`src/rtl/psc_pkg.sv`:
```
// Constants and types for the salvo and chop mode controller.
// Summary of operation
// - Salvo key loads its salvo into preset.
// - Salvo mode ignores source and destination keys.
// - Category index appends; invalid name blinks.
// - Knob steps to next executable salvo.
// - Preset key enters preset selection mode.
// - Level key toggles; knob then steps levels.
// - Address key held shows polling address.
// - Protect: steady lamp, exclamation prefix.
// - Lock: blinking lamp, asterisk prefix.
// - Clear erases shown salvo selection.
// - Store enters store mode if valid.
// - Destination function to destination, salvo to direct.
// - Take or chop executes valid salvo only.
// - Chop: source key takes source, direct mode.
// - Chop: light keys of both chopped sources.
// - Chop: destination key sets destination, direct.
// - Chop: salvo key executes salvo, direct.
// - Chop ignores index, level, clear, store, knob.
// - Chop: destination, salvo, preset functions change mode.
// - Chop: take or chop restores prior source.
// - Chop swaps sources every half second.
package psc_pkg;

    // ==========================================================
    // Timing
    localparam int unsigned CLK_MHZ       = 250;
    localparam int unsigned CHOP_HALF_MS  = 500;
    localparam int unsigned CHOP_CYCLES   = CHOP_HALF_MS * CLK_MHZ * 1000;

    // ==========================================================
    // Register map
    localparam logic [7:0] OFS_CTRL    = 8'h00;
    localparam logic [7:0] OFS_STATUS  = 8'h04;
    localparam logic [7:0] OFS_CHOPSRC = 8'h08;
    localparam logic [7:0] OFS_SALVO0  = 8'h10;
    localparam int unsigned SALVO_N    = 8;
    localparam int unsigned CTRL_LEVEL_BIT = 3;
    localparam int unsigned ENT_VALID_BIT  = 16;
    localparam int unsigned ENT_EXEC_BIT   = 17;
    localparam int unsigned CS_BOUNDA_BIT  = 8;
    localparam int unsigned CS_KEYB_LSB    = 16;
    localparam int unsigned CS_BOUNDB_BIT  = 24;
    localparam logic [31:0] RST_WORD   = 32'h0000_0000;

    // ==========================================================
    // Modes, key types, requests
    typedef enum logic [2:0] {
        MODE_DIRECT = 3'b000,
        MODE_PRESET = 3'b001,
        MODE_DEST   = 3'b010,
        MODE_SALVO  = 3'b011,
        MODE_STORE  = 3'b100,
        MODE_CHOP   = 3'b101
    } psc_mode_e;

    typedef enum logic [4:0] {
        KT_SRC      = 5'h00, KT_SOFTSRC  = 5'h01, KT_DEST     = 5'h02,
        KT_SOFTDEST = 5'h03, KT_DEDDEST  = 5'h04, KT_SALVO    = 5'h05,
        KT_SOFTSALVO= 5'h06, KT_CATIDX   = 5'h07, FN_PRESET   = 5'h08,
        FN_LEVEL    = 5'h09, FN_PROT     = 5'h0A, FN_LOCK     = 5'h0B,
        FN_CLEAR    = 5'h0C, FN_STORE    = 5'h0D, FN_DEST     = 5'h0E,
        FN_SALVO    = 5'h0F, FN_TAKE     = 5'h10, FN_CHOP     = 5'h11
    } psc_key_e;

    typedef enum logic [2:0] {
        REQ_NONE    = 3'b000,
        REQ_EXEC    = 3'b001,
        REQ_TAKESRC = 3'b010,
        REQ_SETDEST = 3'b011,
        REQ_SWAP    = 3'b100,
        REQ_PROTECT = 3'b101,
        REQ_LOCK    = 3'b110
    } psc_req_e;

    localparam logic [1:0] PFX_NONE = 2'h0;
    localparam logic [1:0] PFX_PROT = 2'h1;
    localparam logic [1:0] PFX_LOCK = 2'h2;

endpackage

```
`src/rtl/psc_chop_tick.sv`:
```
// Half-second enable pulse for chop swapping.
`timescale 1ns/1ps
`default_nettype none
module psc_chop_tick #(
    parameter int unsigned CYCLES = 125000000
) (
    // Clock and reset
    input  wire logic clk_sys,
    input  wire logic rstn,
    // Control
    input  wire logic run,
    output logic      tick
);
    logic [31:0] count;

    // ==========================================================
    // Divider restarts whenever chopping stops, so every chop starts a full period.
    always_ff @(posedge clk_sys) begin
        if (!rstn || !run) begin
            count <= 32'h0000_0000;
            tick  <= 1'b0;
        end else if (count == CYCLES - 1) begin
            count <= 32'h0000_0000;
            tick  <= 1'b1;
        end else begin
            count <= count + 32'h0000_0001;
            tick  <= 1'b0;
        end
    end
endmodule
`default_nettype wire

```
`src/rtl/psc_salvo_scan.sv`:
```
// Finds the next executable salvo after a given table slot.
`timescale 1ns/1ps
`default_nettype none
module psc_salvo_scan
    import psc_pkg::*;
(
    // Table flags
    input  wire logic [SALVO_N-1:0] valid,
    input  wire logic [SALVO_N-1:0] exec,
    // Search start and result
    input  wire logic [2:0]         start,
    output logic [2:0]              nextIdx,
    output logic                    found
);
    // Table is kept in alphabetical order by software, so slot order is name order.
    always_comb begin
        logic [3:0] k;
        k       = 4'h0;
        nextIdx = start;
        found   = 1'b0;
        for (int i = SALVO_N; i >= 1; i--) begin
            k = 4'(start) + 4'(i);
            if (valid[k[2:0]] && exec[k[2:0]]) begin
                nextIdx = k[2:0];
                found   = 1'b1;
            end
        end
    end
endmodule
`default_nettype wire

```
`src/rtl/psc_ctrl.sv`:
```
// Salvo selection and chop mode key interpreter with AHB-Lite registers.
`timescale 1ns/1ps
`default_nettype none
module psc_ctrl
    import psc_pkg::*;
#(
    parameter int unsigned CHOP_COUNT = CHOP_CYCLES
) (
    // Clock and reset
    input  wire logic        clk_sys,
    input  wire logic        rstn,
    // AHB-Lite slave
    input  wire logic        hsel,
    input  wire logic [31:0] haddr,
    input  wire logic [1:0]  htrans,
    input  wire logic        hwrite,
    input  wire logic [2:0]  hsize,
    input  wire logic [31:0] hwdata,
    input  wire logic        hready,
    output logic             hreadyout,
    output logic             hresp,
    output logic [31:0]      hrdata,
    // Keypad events
    input  wire logic        keyEvt,
    input  wire logic [4:0]  keyType,
    input  wire logic [15:0] keyArg,
    input  wire logic        knobEvt,
    input  wire logic        addrHeld,
    input  wire logic [7:0]  pollAddr,
    // Requests to the routing controller
    output logic             reqValid,
    output logic [2:0]       reqCode,
    output logic [15:0]      reqArg,
    output logic             levelStep,
    // Display and lamps
    output logic [15:0]      presetShow,
    output logic             presetBlink,
    output logic             levelLamp,
    output logic             guardLamp,
    output logic             guardBlink,
    output logic [1:0]       destPrefix,
    output logic [7:0]       lampKeyA,
    output logic             lampAOn,
    output logic [7:0]       lampKeyB,
    output logic             lampBOn
);
    // ==========================================================
    // State
    psc_mode_e          mode,        next_mode;
    logic [15:0]        presetName,  next_name;
    logic               nameBlink,   next_blink;
    logic               nameShown,   next_shown;
    logic [7:0]         catSel,      next_cat;
    logic               catValid,    next_catValid;
    logic               levelActive, next_level;
    logic [2:0]         salvoIdx,    next_idx;
    logic [1:0]         guardState,  next_guard;
    logic               chopOdd;
    logic               swapTick;
    logic               doReq;
    logic               doLevelStep;
    psc_req_e           rc;
    logic [15:0]        ra;
    logic [15:0]        salvoName [SALVO_N];
    logic [SALVO_N-1:0] salvoValid;
    logic [SALVO_N-1:0] salvoExec;
    logic [31:0]        chopSrc;
    logic [2:0]         scanIdx;
    logic               scanFound;
    logic               wrPend;
    logic [7:0]         wrAddr;
    logic               swWr;
    logic               keyIsSrc, keyIsDest, keyIsSalvo;

    function automatic logic nameValid(input logic [15:0] n);
        nameValid = 1'b0;
        for (int i = 0; i < SALVO_N; i++) begin
            if (salvoValid[i] && salvoName[i] == n) begin
                nameValid = 1'b1;
            end
        end
    endfunction

    assign keyIsSrc   = keyType == KT_SRC || keyType == KT_SOFTSRC;
    assign keyIsDest  = keyType == KT_DEST || keyType == KT_SOFTDEST || keyType == KT_DEDDEST;
    assign keyIsSalvo = keyType == KT_SALVO || keyType == KT_SOFTSALVO;

    psc_salvo_scan u_scan (
        .valid   (salvoValid),
        .exec    (salvoExec),
        .start   (salvoIdx),
        .nextIdx (scanIdx),
        .found   (scanFound)
    );

    psc_chop_tick #(.CYCLES(CHOP_COUNT)) u_tick (
        .clk_sys (clk_sys),
        .rstn    (rstn),
        .run     (mode == MODE_CHOP),
        .tick    (swapTick)
    );

    // ==========================================================
    // Event interpreter: a key wins over the knob and a chop swap; the knob is ignored in chop mode and never blocks a swap.
    always_comb begin
        next_mode     = mode;
        next_name     = presetName;
        next_blink    = nameBlink;
        next_shown    = nameShown;
        next_cat      = catSel;
        next_catValid = catValid;
        next_level    = levelActive;
        next_idx      = salvoIdx;
        next_guard    = guardState;
        doReq         = 1'b0;
        rc            = REQ_NONE;
        ra            = 16'h0000;
        doLevelStep   = 1'b0;
        if (keyEvt) begin
            if (keyType == FN_PROT) begin
                next_guard = PFX_PROT;
                doReq      = 1'b1;
                rc         = REQ_PROTECT;
            end else if (keyType == FN_LOCK) begin
                next_guard = PFX_LOCK;
                doReq      = 1'b1;
                rc         = REQ_LOCK;
            end else if (mode == MODE_SALVO) begin
                if (keyIsSalvo) begin
                    next_name  = keyArg;
                    next_blink = !nameValid(keyArg);
                    next_shown = 1'b1;
                end else if (keyType == KT_CATIDX) begin
                    if (catValid) begin
                        next_name  = {catSel, keyArg[7:0]};
                        next_blink = !nameValid({catSel, keyArg[7:0]});
                        next_shown = 1'b1;
                    end else begin
                        next_cat      = keyArg[7:0];
                        next_catValid = 1'b1;
                    end
                end else if (keyType == FN_PRESET) begin
                    next_mode = MODE_PRESET;
                end else if (keyType == FN_LEVEL) begin
                    next_level = !levelActive;
                end else if (keyType == FN_CLEAR) begin
                    next_name     = 16'h0000;
                    next_blink    = 1'b0;
                    next_shown    = 1'b0;
                    next_catValid = 1'b0;
                end else if (keyType == FN_STORE) begin
                    if (nameShown && !nameBlink) begin
                        next_mode = MODE_STORE;
                    end
                end else if (keyType == FN_DEST) begin
                    next_mode = MODE_DEST;
                end else if (keyType == FN_SALVO) begin
                    next_mode = MODE_DIRECT;
                end else if (keyType == FN_TAKE || keyType == FN_CHOP) begin
                    if (nameShown && !nameBlink) begin
                        doReq = 1'b1;
                        rc    = REQ_EXEC;
                        ra    = presetName;
                    end
                end
                // Source and destination keys fall through untouched.
            end else if (mode == MODE_CHOP) begin
                if (keyIsSrc) begin
                    next_mode = MODE_DIRECT;
                    doReq     = 1'b1;
                    rc        = REQ_TAKESRC;
                    ra        = keyArg;
                end else if (keyIsDest) begin
                    next_mode = MODE_DIRECT;
                    doReq     = 1'b1;
                    rc        = REQ_SETDEST;
                    ra        = keyArg;
                end else if (keyIsSalvo) begin
                    next_mode = MODE_DIRECT;
                    doReq     = 1'b1;
                    rc        = REQ_EXEC;
                    ra        = keyArg;
                end else if (keyType == FN_DEST) begin
                    next_mode = MODE_DEST;
                end else if (keyType == FN_SALVO) begin
                    next_mode = MODE_SALVO;
                end else if (keyType == FN_PRESET) begin
                    next_mode = MODE_PRESET;
                end else if (keyType == FN_TAKE || keyType == FN_CHOP) begin
                    next_mode = MODE_DIRECT;
                    if (chopOdd) begin
                        doReq = 1'b1;
                        rc    = REQ_SWAP;
                    end
                end
                // Index, level, clear and store keys are dropped here.
            end
        end else if (knobEvt && mode != MODE_CHOP) begin
            if (levelActive) begin
                doLevelStep = 1'b1;
            end else if (mode == MODE_SALVO && scanFound) begin
                next_idx   = scanIdx;
                next_name  = salvoName[scanIdx];
                next_blink = 1'b0;
                next_shown = 1'b1;
            end
        end else if (mode == MODE_CHOP && swapTick) begin
            doReq = 1'b1;
            rc    = REQ_SWAP;
        end else if (swWr && wrAddr == OFS_CTRL) begin
            next_mode = psc_mode_e'(hwdata[2:0]);
        end
    end

    // ==========================================================
    // Mode and preset state
    always_ff @(posedge clk_sys) begin
        if (!rstn) begin
            mode        <= MODE_DIRECT;
            presetName  <= 16'h0000;
            nameBlink   <= 1'b0;
            nameShown   <= 1'b0;
            catSel      <= 8'h00;
            catValid    <= 1'b0;
            levelActive <= 1'b0;
            salvoIdx    <= 3'h7;
            guardState  <= PFX_NONE;
        end else begin
            mode        <= next_mode;
            presetName  <= next_name;
            nameBlink   <= next_blink;
            nameShown   <= next_shown;
            catSel      <= next_cat;
            catValid    <= next_catValid;
            levelActive <= next_level;
            salvoIdx    <= next_idx;
            guardState  <= next_guard;
        end
    end

    // Parity of swaps since chop began decides whether leaving needs one more swap.
    always_ff @(posedge clk_sys) begin
        if (!rstn || mode != MODE_CHOP) begin
            chopOdd <= 1'b0;
        end else if (doReq && rc == REQ_SWAP) begin
            chopOdd <= !chopOdd;
        end
    end

    // ==========================================================
    // Requests and display outputs
    always_ff @(posedge clk_sys) begin
        if (!rstn) begin
            reqValid  <= 1'b0;
            reqCode   <= REQ_NONE;
            reqArg    <= 16'h0000;
            levelStep <= 1'b0;
        end else begin
            reqValid  <= doReq;
            reqCode   <= rc;
            reqArg    <= ra;
            levelStep <= doLevelStep;
        end
    end

    always_ff @(posedge clk_sys) begin
        if (!rstn) begin
            presetShow  <= 16'h0000;
            presetBlink <= 1'b0;
            levelLamp   <= 1'b0;
            guardLamp   <= 1'b0;
            guardBlink  <= 1'b0;
            destPrefix  <= PFX_NONE;
            lampKeyA    <= 8'h00;
            lampAOn     <= 1'b0;
            lampKeyB    <= 8'h00;
            lampBOn     <= 1'b0;
        end else begin
            presetShow  <= addrHeld ? {8'h00, pollAddr} : presetName;
            presetBlink <= !addrHeld && nameShown && nameBlink;
            levelLamp   <= levelActive;
            guardLamp   <= guardState != PFX_NONE;
            guardBlink  <= guardState == PFX_LOCK;
            destPrefix  <= guardState;
            lampKeyA    <= chopSrc[7:0];
            lampAOn     <= mode == MODE_CHOP && chopSrc[CS_BOUNDA_BIT];
            lampKeyB    <= chopSrc[CS_KEYB_LSB +: 8];
            lampBOn     <= mode == MODE_CHOP && chopSrc[CS_BOUNDB_BIT];
        end
    end

    // ==========================================================
    // AHB-Lite slave: zero wait states, always OKAY.
    assign hreadyout = 1'b1;
    assign hresp     = 1'b0;
    assign swWr      = wrPend;

    function automatic logic [31:0] regRead(input logic [7:0] a);
        logic [7:0] e;
        e = a - OFS_SALVO0;
        if (a == OFS_CTRL) begin
            regRead = {28'h0000000, levelActive, mode};
        end else if (a == OFS_STATUS) begin
            regRead = {11'h000, destPrefix, chopOdd, nameShown, nameBlink, presetName};
        end else if (a == OFS_CHOPSRC) begin
            regRead = chopSrc;
        end else if (a >= OFS_SALVO0 && e < 8'(SALVO_N * 4)) begin
            regRead = {14'h0000, salvoExec[e[4:2]], salvoValid[e[4:2]], salvoName[e[4:2]]};
        end else begin
            regRead = RST_WORD;
        end
    endfunction

    always_ff @(posedge clk_sys) begin
        if (!rstn) begin
            wrPend <= 1'b0;
            wrAddr <= 8'h00;
            hrdata <= RST_WORD;
        end else begin
            wrPend <= hsel && hready && htrans[1] && hwrite;
            wrAddr <= {haddr[7:2], 2'b00};
            if (hsel && hready && htrans[1] && !hwrite) begin
                hrdata <= regRead({haddr[7:2], 2'b00});
            end
        end
    end

    // Table and chop source registers; an unmapped write is dropped.
    always_ff @(posedge clk_sys) begin
        logic [7:0] e;
        e = wrAddr - OFS_SALVO0;
        if (!rstn) begin
            chopSrc    <= RST_WORD;
            salvoValid <= '0;
            salvoExec  <= '0;
            for (int i = 0; i < SALVO_N; i++) begin
                salvoName[i] <= 16'h0000;
            end
        end else if (wrPend) begin
            if (wrAddr == OFS_CHOPSRC) begin
                chopSrc <= hwdata;
            end else if (wrAddr >= OFS_SALVO0 && e < 8'(SALVO_N * 4)) begin
                salvoName[e[4:2]]  <= hwdata[15:0];
                salvoValid[e[4:2]] <= hwdata[ENT_VALID_BIT];
                salvoExec[e[4:2]]  <= hwdata[ENT_EXEC_BIT];
            end
        end
    end
endmodule
`default_nettype wire

```
`config.mk`:
```
export PLATFORM = sky130hd
export DESIGN_NAME = psc_ctrl
export DESIGN_NICKNAME = d
export VERILOG_FILES = /design/src/rtl/psc_pkg.sv /design/src/rtl/psc_chop_tick.sv /design/src/rtl/psc_salvo_scan.sv /design/src/rtl/psc_ctrl.sv
export SDC_FILE = /design/constraint.sdc
export NUM_CORES = 1
export LEC_CHECK = 0
export BUFFER_PORTS_ARGS = -buffer_cell sky130_fd_sc_hd__buf_2
export CAP_MARGIN = 20
export CORE_MARGIN = 4
export CORE_UTILIZATION = 50
export CTS_CLUSTER_DIAMETER = 30
export DETAILED_ROUTE_END_ITERATION = 8
export PLACE_DENSITY = 0.72
export SETUP_SLACK_MARGIN = 0.5
export SYNTH_ARGS = -nofsm -noshare
export SYNTH_HDL_FRONTEND = slang
export SYNTH_SLANG_ARGS = --single-unit
```
`constraint.sdc`:
```
create_clock -name clk_sys -period 3.2 [get_ports clk_sys]
set_input_delay 0.16 -clock clk_sys [delete_from_list [all_inputs] [get_ports clk_sys]]
set_output_delay 0.16 -clock clk_sys [all_outputs]
set_load 0.01 [all_outputs]
```
== Yosys cells after proc, flatten, opt, wreduce, memory -nomap -nowiden ==
Memories as Yosys holds them, arrays and structs flattened.
Index checks and enable logic that the tools add are counted.
W data, S select, Z words.
Word-level totals
  flip-flop bits (word level): 220
  latch bits: 0
  memory bits (writable): 128
  ROM bits: 0
  input port bits: 106
  logic and storage cells: 442
  memories kept: 1
Memories
  salvoName: depth 8, width 16, rd ports 10, clocked after memory_dff 0, wr ports 8, RTL line psc_ctrl.sv:64  | logic [15:0] salvoName [SALVO_N];
Cells by class
  add/subtract/negate cells: 11
  multipliers: 0
  divide/modulo/power cells: 0
  $lt $le $gt $ge: 15
  eq/ne operators: 62
  shift-type cells: 0
  mux-type cells: 228
  bitwise logic cells: 11
  reductions and logical operators: 80
Operator list (number)
  $mux W16: 29
  $eq A16 B16 Y1: 16
  $mux W3: 48
  $mux W1: 123
  $mux W32: 3
  $bmux W1 S3: 18
  $logic_and A1 B1 Y1: 41
  $eq A5 B4 Y1 const B: 8
  $lt A3 B4 Y1 const B: 10
  $add A32 B1 Y32 const B: 1
  $eq A32 B27 Y1 const B: 1
  $eq A5 B3 Y1 const B: 4
  $ne A4 B4 Y1 const B: 5
  $mux W18: 1
  $bwmux W8: 2
  $ge A8 B5 Y1 const B: 2
  $lt A8 B6 Y1 const B: 2
  $reduce_and A8 Y1: 2
  $reduce_or A16 Y1: 1
  $sub A8 B5 Y8 const B: 2
  $ne A2 B2 Y1 const B: 7
  $reduce_and A13 Y1: 1
  $add A3 B3 Y3 const B: 4
  $reduce_bool A2 Y1: 6
  other kinds (36): 70

== Depth between registers and ports, before layout ==
An unclocked memory read counts as a cell.
  word-level depth: 26
  gate-level depth with buffers: 16
  gate-level depth less buffers: 12

== By module ==
A second synthesis with hierarchy kept.
Second synthesis, totals
  cells, all modules: 1879
  area total of the unflattened synthesis: 19065.8 um2
Modules (own cells, without submodules)
  psc_ctrl: instances 1, cells an instance 1559, area each 16539.6 um2, seq. area each 7547.2 um2
  psc_chop_tick: instances 1, cells an instance 188, area each 1572.8 um2, seq. area each 660.6 um2
  psc_salvo_scan: instances 1, cells an instance 132, area each 953.4 um2, seq. area each 0.0 um2

== Worst setup path after synthesis ==
Ideal clock, no wire load.
  path type: register to register
  start: reg salvoIdx[1]
  end: reg presetName[15]
  setup time: 117 ps
  arrival: 3369 ps
  data required time: 3083 ps
  path slack: -286 ps
  cell stages (with the launch flop): 15
  cells stage by stage: dfxtp_1 > buf_2 > clkinv_1 > ha_1 > clkbuf_1 > o2111ai_1 > and4_1 > a2111o_1 > a21boi_4 > xnor2_1 > buf_4 > mux2i_1 > a21oi_1 > o2bb2ai_1 > a22o_1
Between the ends
  longest elaborated chain between the ends: 17
  elaborated cells on any way between the ends: 72
  classes of those cells: add/sub: 8; mux: 52; reduce/logical: 11; memory: 1
RTL lines
  start, declared: RTL line psc_ctrl.sv:56  | logic [2:0] salvoIdx, next_idx;
  start signal, assigned: RTL line psc_ctrl.sv:236  | salvoIdx <= next_idx;
  $add A3 B1 Y3: RTL line psc_salvo_scan.sv:22  | k = 4'(start) + 4'(i);
  $bmux W1 S3: RTL line psc_salvo_scan.sv:23  | if (valid[k[2:0]] && exec[k[2:0]]) begin
  $mux W1 (implied by the code): RTL line psc_salvo_scan.sv:23
  $logic_and A1 B1 Y1: RTL line psc_salvo_scan.sv:23
  $mux W3 (8 in a row): RTL line psc_salvo_scan.sv:23
  $mem_v2 Z8 W16
  $mux W16: RTL line psc_ctrl.sv:201  | end else if (mode == MODE_SALVO && scanFound) begin
  $mux W16: RTL line psc_ctrl.sv:199  | if (levelActive) begin
  $mux W16: RTL line psc_ctrl.sv:198  | end else if (knobEvt && mode != MODE_CHOP) begin
  $mux W16: RTL line psc_ctrl.sv:119  | if (keyEvt) begin
  end signal, assigned: RTL line psc_ctrl.sv:230  | presetName <= next_name;
  end, declared: RTL line psc_ctrl.sv:50  | logic [15:0] presetName, next_name;
Several ways; a longest one is shown, not always the timed one. The select of a mux whose other input is x is not followed.
A chain may end at the register's enable or synchronous reset.

== Final worst setup path ==
  start: reg salvoIdx[0]
  end: reg presetName[9]
The elaborated chain is that of the path after synthesis.

==> flow_summary.ini <==
[hold_path]
min_path_type = input port to register

[clocking]
cts_buffer_depth = 3
clk_root_buffer_cell = clkbuf_16
clkSlewWorstSetupHoldPaths_ps = 50
clk_latency_ps = 600
htree_levels = 3
tritoncts = yes
cts-buffers-inserted = 77
cts.sinks = 346

[logic_synthesis]
synth_area_um2 = 18920
yosysSeqAreaShare = 0.4337
syn_inst = 1980
yosysWarnings = 0
synth.largest_area_cell = dfxtp_1
syn_avg_cell_area_um2 = 9.557
ys_seq_elements = 346
synth_edf_count = 128
synthTopCellsByArea = dfxtp_1 23%, edfxtp_1 20%, xor2_1 6.9%
synth-main-ff-cell = dfxtp_1
syn-num-nets = 2093
synth_top_area_share = 0.2306
async_reset_ff_frac = 0
synth_cell_types = 67

[power_and_ir_drop]
p_leak_nw = 10.24
vdd_drop_max_v = 0.0004713
power.total_mw = 13.47
p_per_area_nw_per_um2 = 542.3

[status]
outcome = complete, but fails checks
violations = setup timing

[timing]
timing.hold.ws_ps = 29.75
maxSlewHeadroom = 0.2669
hold_violations = 0
drv_slew = 0
finClkSkew_ps = 22.51
finalCritPeriodShare = 1.042
fin_tns_setup_ps = -1376
tightestPinTransition_ps = 1096
fmax_mhz = 300.0
rsz0062_at_grt = yes
fin_ws_ps = -133.5
period_needed_ps = 3334
finalSetupViolations = 16

[placement]
io_buffer_count = 168
place_congestion = 0.9496
dp_hpwl_mm = 46.62

[setup_path]
cp_max_fo = 8
worstSetupPathType = register to register
startpoint_type = register
endpoint_kind = register
worstPathRequired_ps = 3680
cp.arrival_ps = 3810

[cells_and_area]
drive_above_1_share = 0.2402
final_core_util = 0.6718
fin_nets = 2412
syn_to_final_growth_pct = 31.22

[run]
maxCapViolCount = 0

[global_route]
grt_pass1_vias = 16840
grt_pass1_wl_mm = 100.4
antenna_found_initial = 5
gr-total-overflow = 0
grt_util_all_layers = 0.3147
grt_max_degree = 49

[route]
num_vias = 17100
wirelength_mm = 67.15
vias_per_cell = 5.965
drc_errors = 0
ant_nets = 0
drtIter0Drc = 1884
first_pass_iters = 5
wl_per_cell_um = 23.43

[die]
initial_core_util = 0.5120
die_h_um = 202.5
num_io_pins = 201
std_cell_rows = 70
die_w_um = 202.5
coreArea_um2 = 36960
dieArea_um2 = 41020
## where the power goes
part | total [mW] | internal (mW) | switching, mW | leakage [nW]
Clock | 7.88 | 5.21 | 2.67 | 1.27
Combinational | 0.845 | 0.335 | 0.510 | 5.83
Sequential | 4.74 | 4.64 | 0.0973 | 3.14
Total | 13.5 | 10.2 | 3.27 | 10.2
## synthesized netlist by cell type (8+ instances only)
| library cell | number |
|---|---|
| dfxtp_1 | 218 |
| o21ai_0 | 29 |
| nand2b_1 | 9 |
| and3_1 | 16 |
| mux2i_1 | 109 |
| xnor2_1 | 76 |
| nor2_1 | 188 |
| a22o_1 | 17 |
| nand3_1 | 53 |
| a31oi_1 | 8 |
| a22oi_1 | 43 |
| nor4_1 | 51 |
| nand2_1 | 209 |
| xor2_1 | 148 |
| a211oi_1 | 10 |
| edfxtp_1 | 128 |
| o211ai_1 | 19 |
| nor3_1 | 37 |
| a21oi_1 | 122 |
| buf_1 | 12 |
| clkbuf_1 | 101 |
| and2_1 | 151 |
| nand4_1 | 21 |
| mux4_2 | 44 |
| inv_1 | 23 |
| o21ai_1 | 8 |
| or3_1 | 8 |
## placed cells by master, fill, tap and decap left out, types with 7 or more instances in the layout
cell type	synthesis	layout
nand3b_1	7	7
a22o_1	17	17
clkbuf_1	101	7
nand2_1	209	207
a211oi_1	10	9
nor3_1	37	35
o211ai_1	19	19
clkinv_1	2	7
buf_4	6	123
mux4_2	44	44
xnor2_1	76	75
and3_1	16	16
buf_2	7	168
a21oi_1	122	121
nor4_1	51	49
dlygate4sd3_1	0	52
o21ai_1	8	8
edfxtp_1	128	128
dfxtp_1	218	216
buf_12	0	13
inv_1	23	16
nor2_1	188	182
a31oi_1	8	8
buf_6	6	9
nand3_1	53	53
clkinv_4	0	8
nand2b_1	9	8
a22oi_1	43	43
bufinv_16	0	7
clkbuf_16	0	84
mux2i_1	109	104
nand4_1	21	21
clkinv_2	0	14
a221o_1	7	7
xor2_1	148	148
inv_6	0	7
and2_1	151	150
o21ai_0	29	28
clkinvlp_4	0	12
or3_1	8	8
## kinds of logic (layout without fill, tap and decap cells)
logic type               after synthesis  in the layout  share of synthesized area
AND/OR/NAND/NOR                      768            768                     0.1976
flip-flops                           346            346                     0.4337
AO/OA/AOI/OAI                        312            312                     0.1078
XOR/XNOR                             227            227                     0.1063
multiplexers                         160            160                     0.1142
buffers and inverters                158            539                    0.03537
adder cells (fa/ha/maj)                7              7                   0.004628
other                                  2              3                  0.0003969
## worst max-delay path, cell delays in order, from the launching register on
cell and delay (ps):
dfxtp_4 360, inv_4 60, ha_4 200, xor2_4 210, mux4_2 340, nand3b_1 190, a221oi_2 250, nor4_1 80
buf_4 150, o311ai_4 280, buf_4 190, clkbuf_16 160, buf_4 110, mux2i_1 180, mux2_4 190, a2bb2oi_1 180
o21ai_1 70
## routing by layer
metal,global-route usage,wire length (µm),vias up
li1,-,-,7700
met1,0.4197,27030,8296
met2,0.5019,30940,919
met3,0.06501,6646,174
met4,0.1324,2478,8
met5,0,65,-
## what timing repair did
action / in CTS / in global routing
cloned: 2 / 4
hold buffers: 52 / 0
hold endpoints to repair: 102 / 0
endpoints found under the setup margin: 235 / 138
buffers inserted: 10 / 13
gates resized for setup: 37 / 37
pin swaps: 4 / 14
## registers in the layout, indices dropped and copies added (netlist names), 2 cells and up
register      cells
catSel            8
chopSrc          32
destPrefix        2
guardState        2
hrdata           32
lampKeyA          8
lampKeyB          8
mode              3
presetName       16
presetShow       16
reqArg           16
reqCode           3
salvoExec         8
salvoIdx          3
salvoName       128
salvoValid        8
u_tick.count     32
wrAddr            6
## through the flow
stage | worst slack [ps] | cell area (µm²) | cells
2_1_floorplan | 127.4 | 19060 | 1980
3_3_place_gp | -128.6 | 21010 | 2643
3_5_place_dp | -154.8 | 21010 | 2643
4_1_cts | -88.35 | 24460 | 2848
5_1_grt | -224.6 | 24830 | 2865
6_report | -133.5 | 24830 | 2866
## worst paths after layout
path,from,to,slack [ps],cells after the start
max reg2reg,salvoIdx[0],presetName[9],-130,16
min reg2reg,guardState[0],guardBlink,440,1
min,haddr[3],wrAddr[3],30,2
max,salvoIdx[0],presetName[9],-130,16
## layout make-up
class                   instances  area, µm²
well taps                     504      630.6
diodes                          1      2.502
inverters                      26      125.1
clock inverters                52      568.0
flip-flops and latches        346       8213
clock buffers                  89       2056
repair buffers                372       2834
fillers                      2865      12130
multi-input cells            1476      10400
No activity file was read; power rests on OpenSTA's default activity.
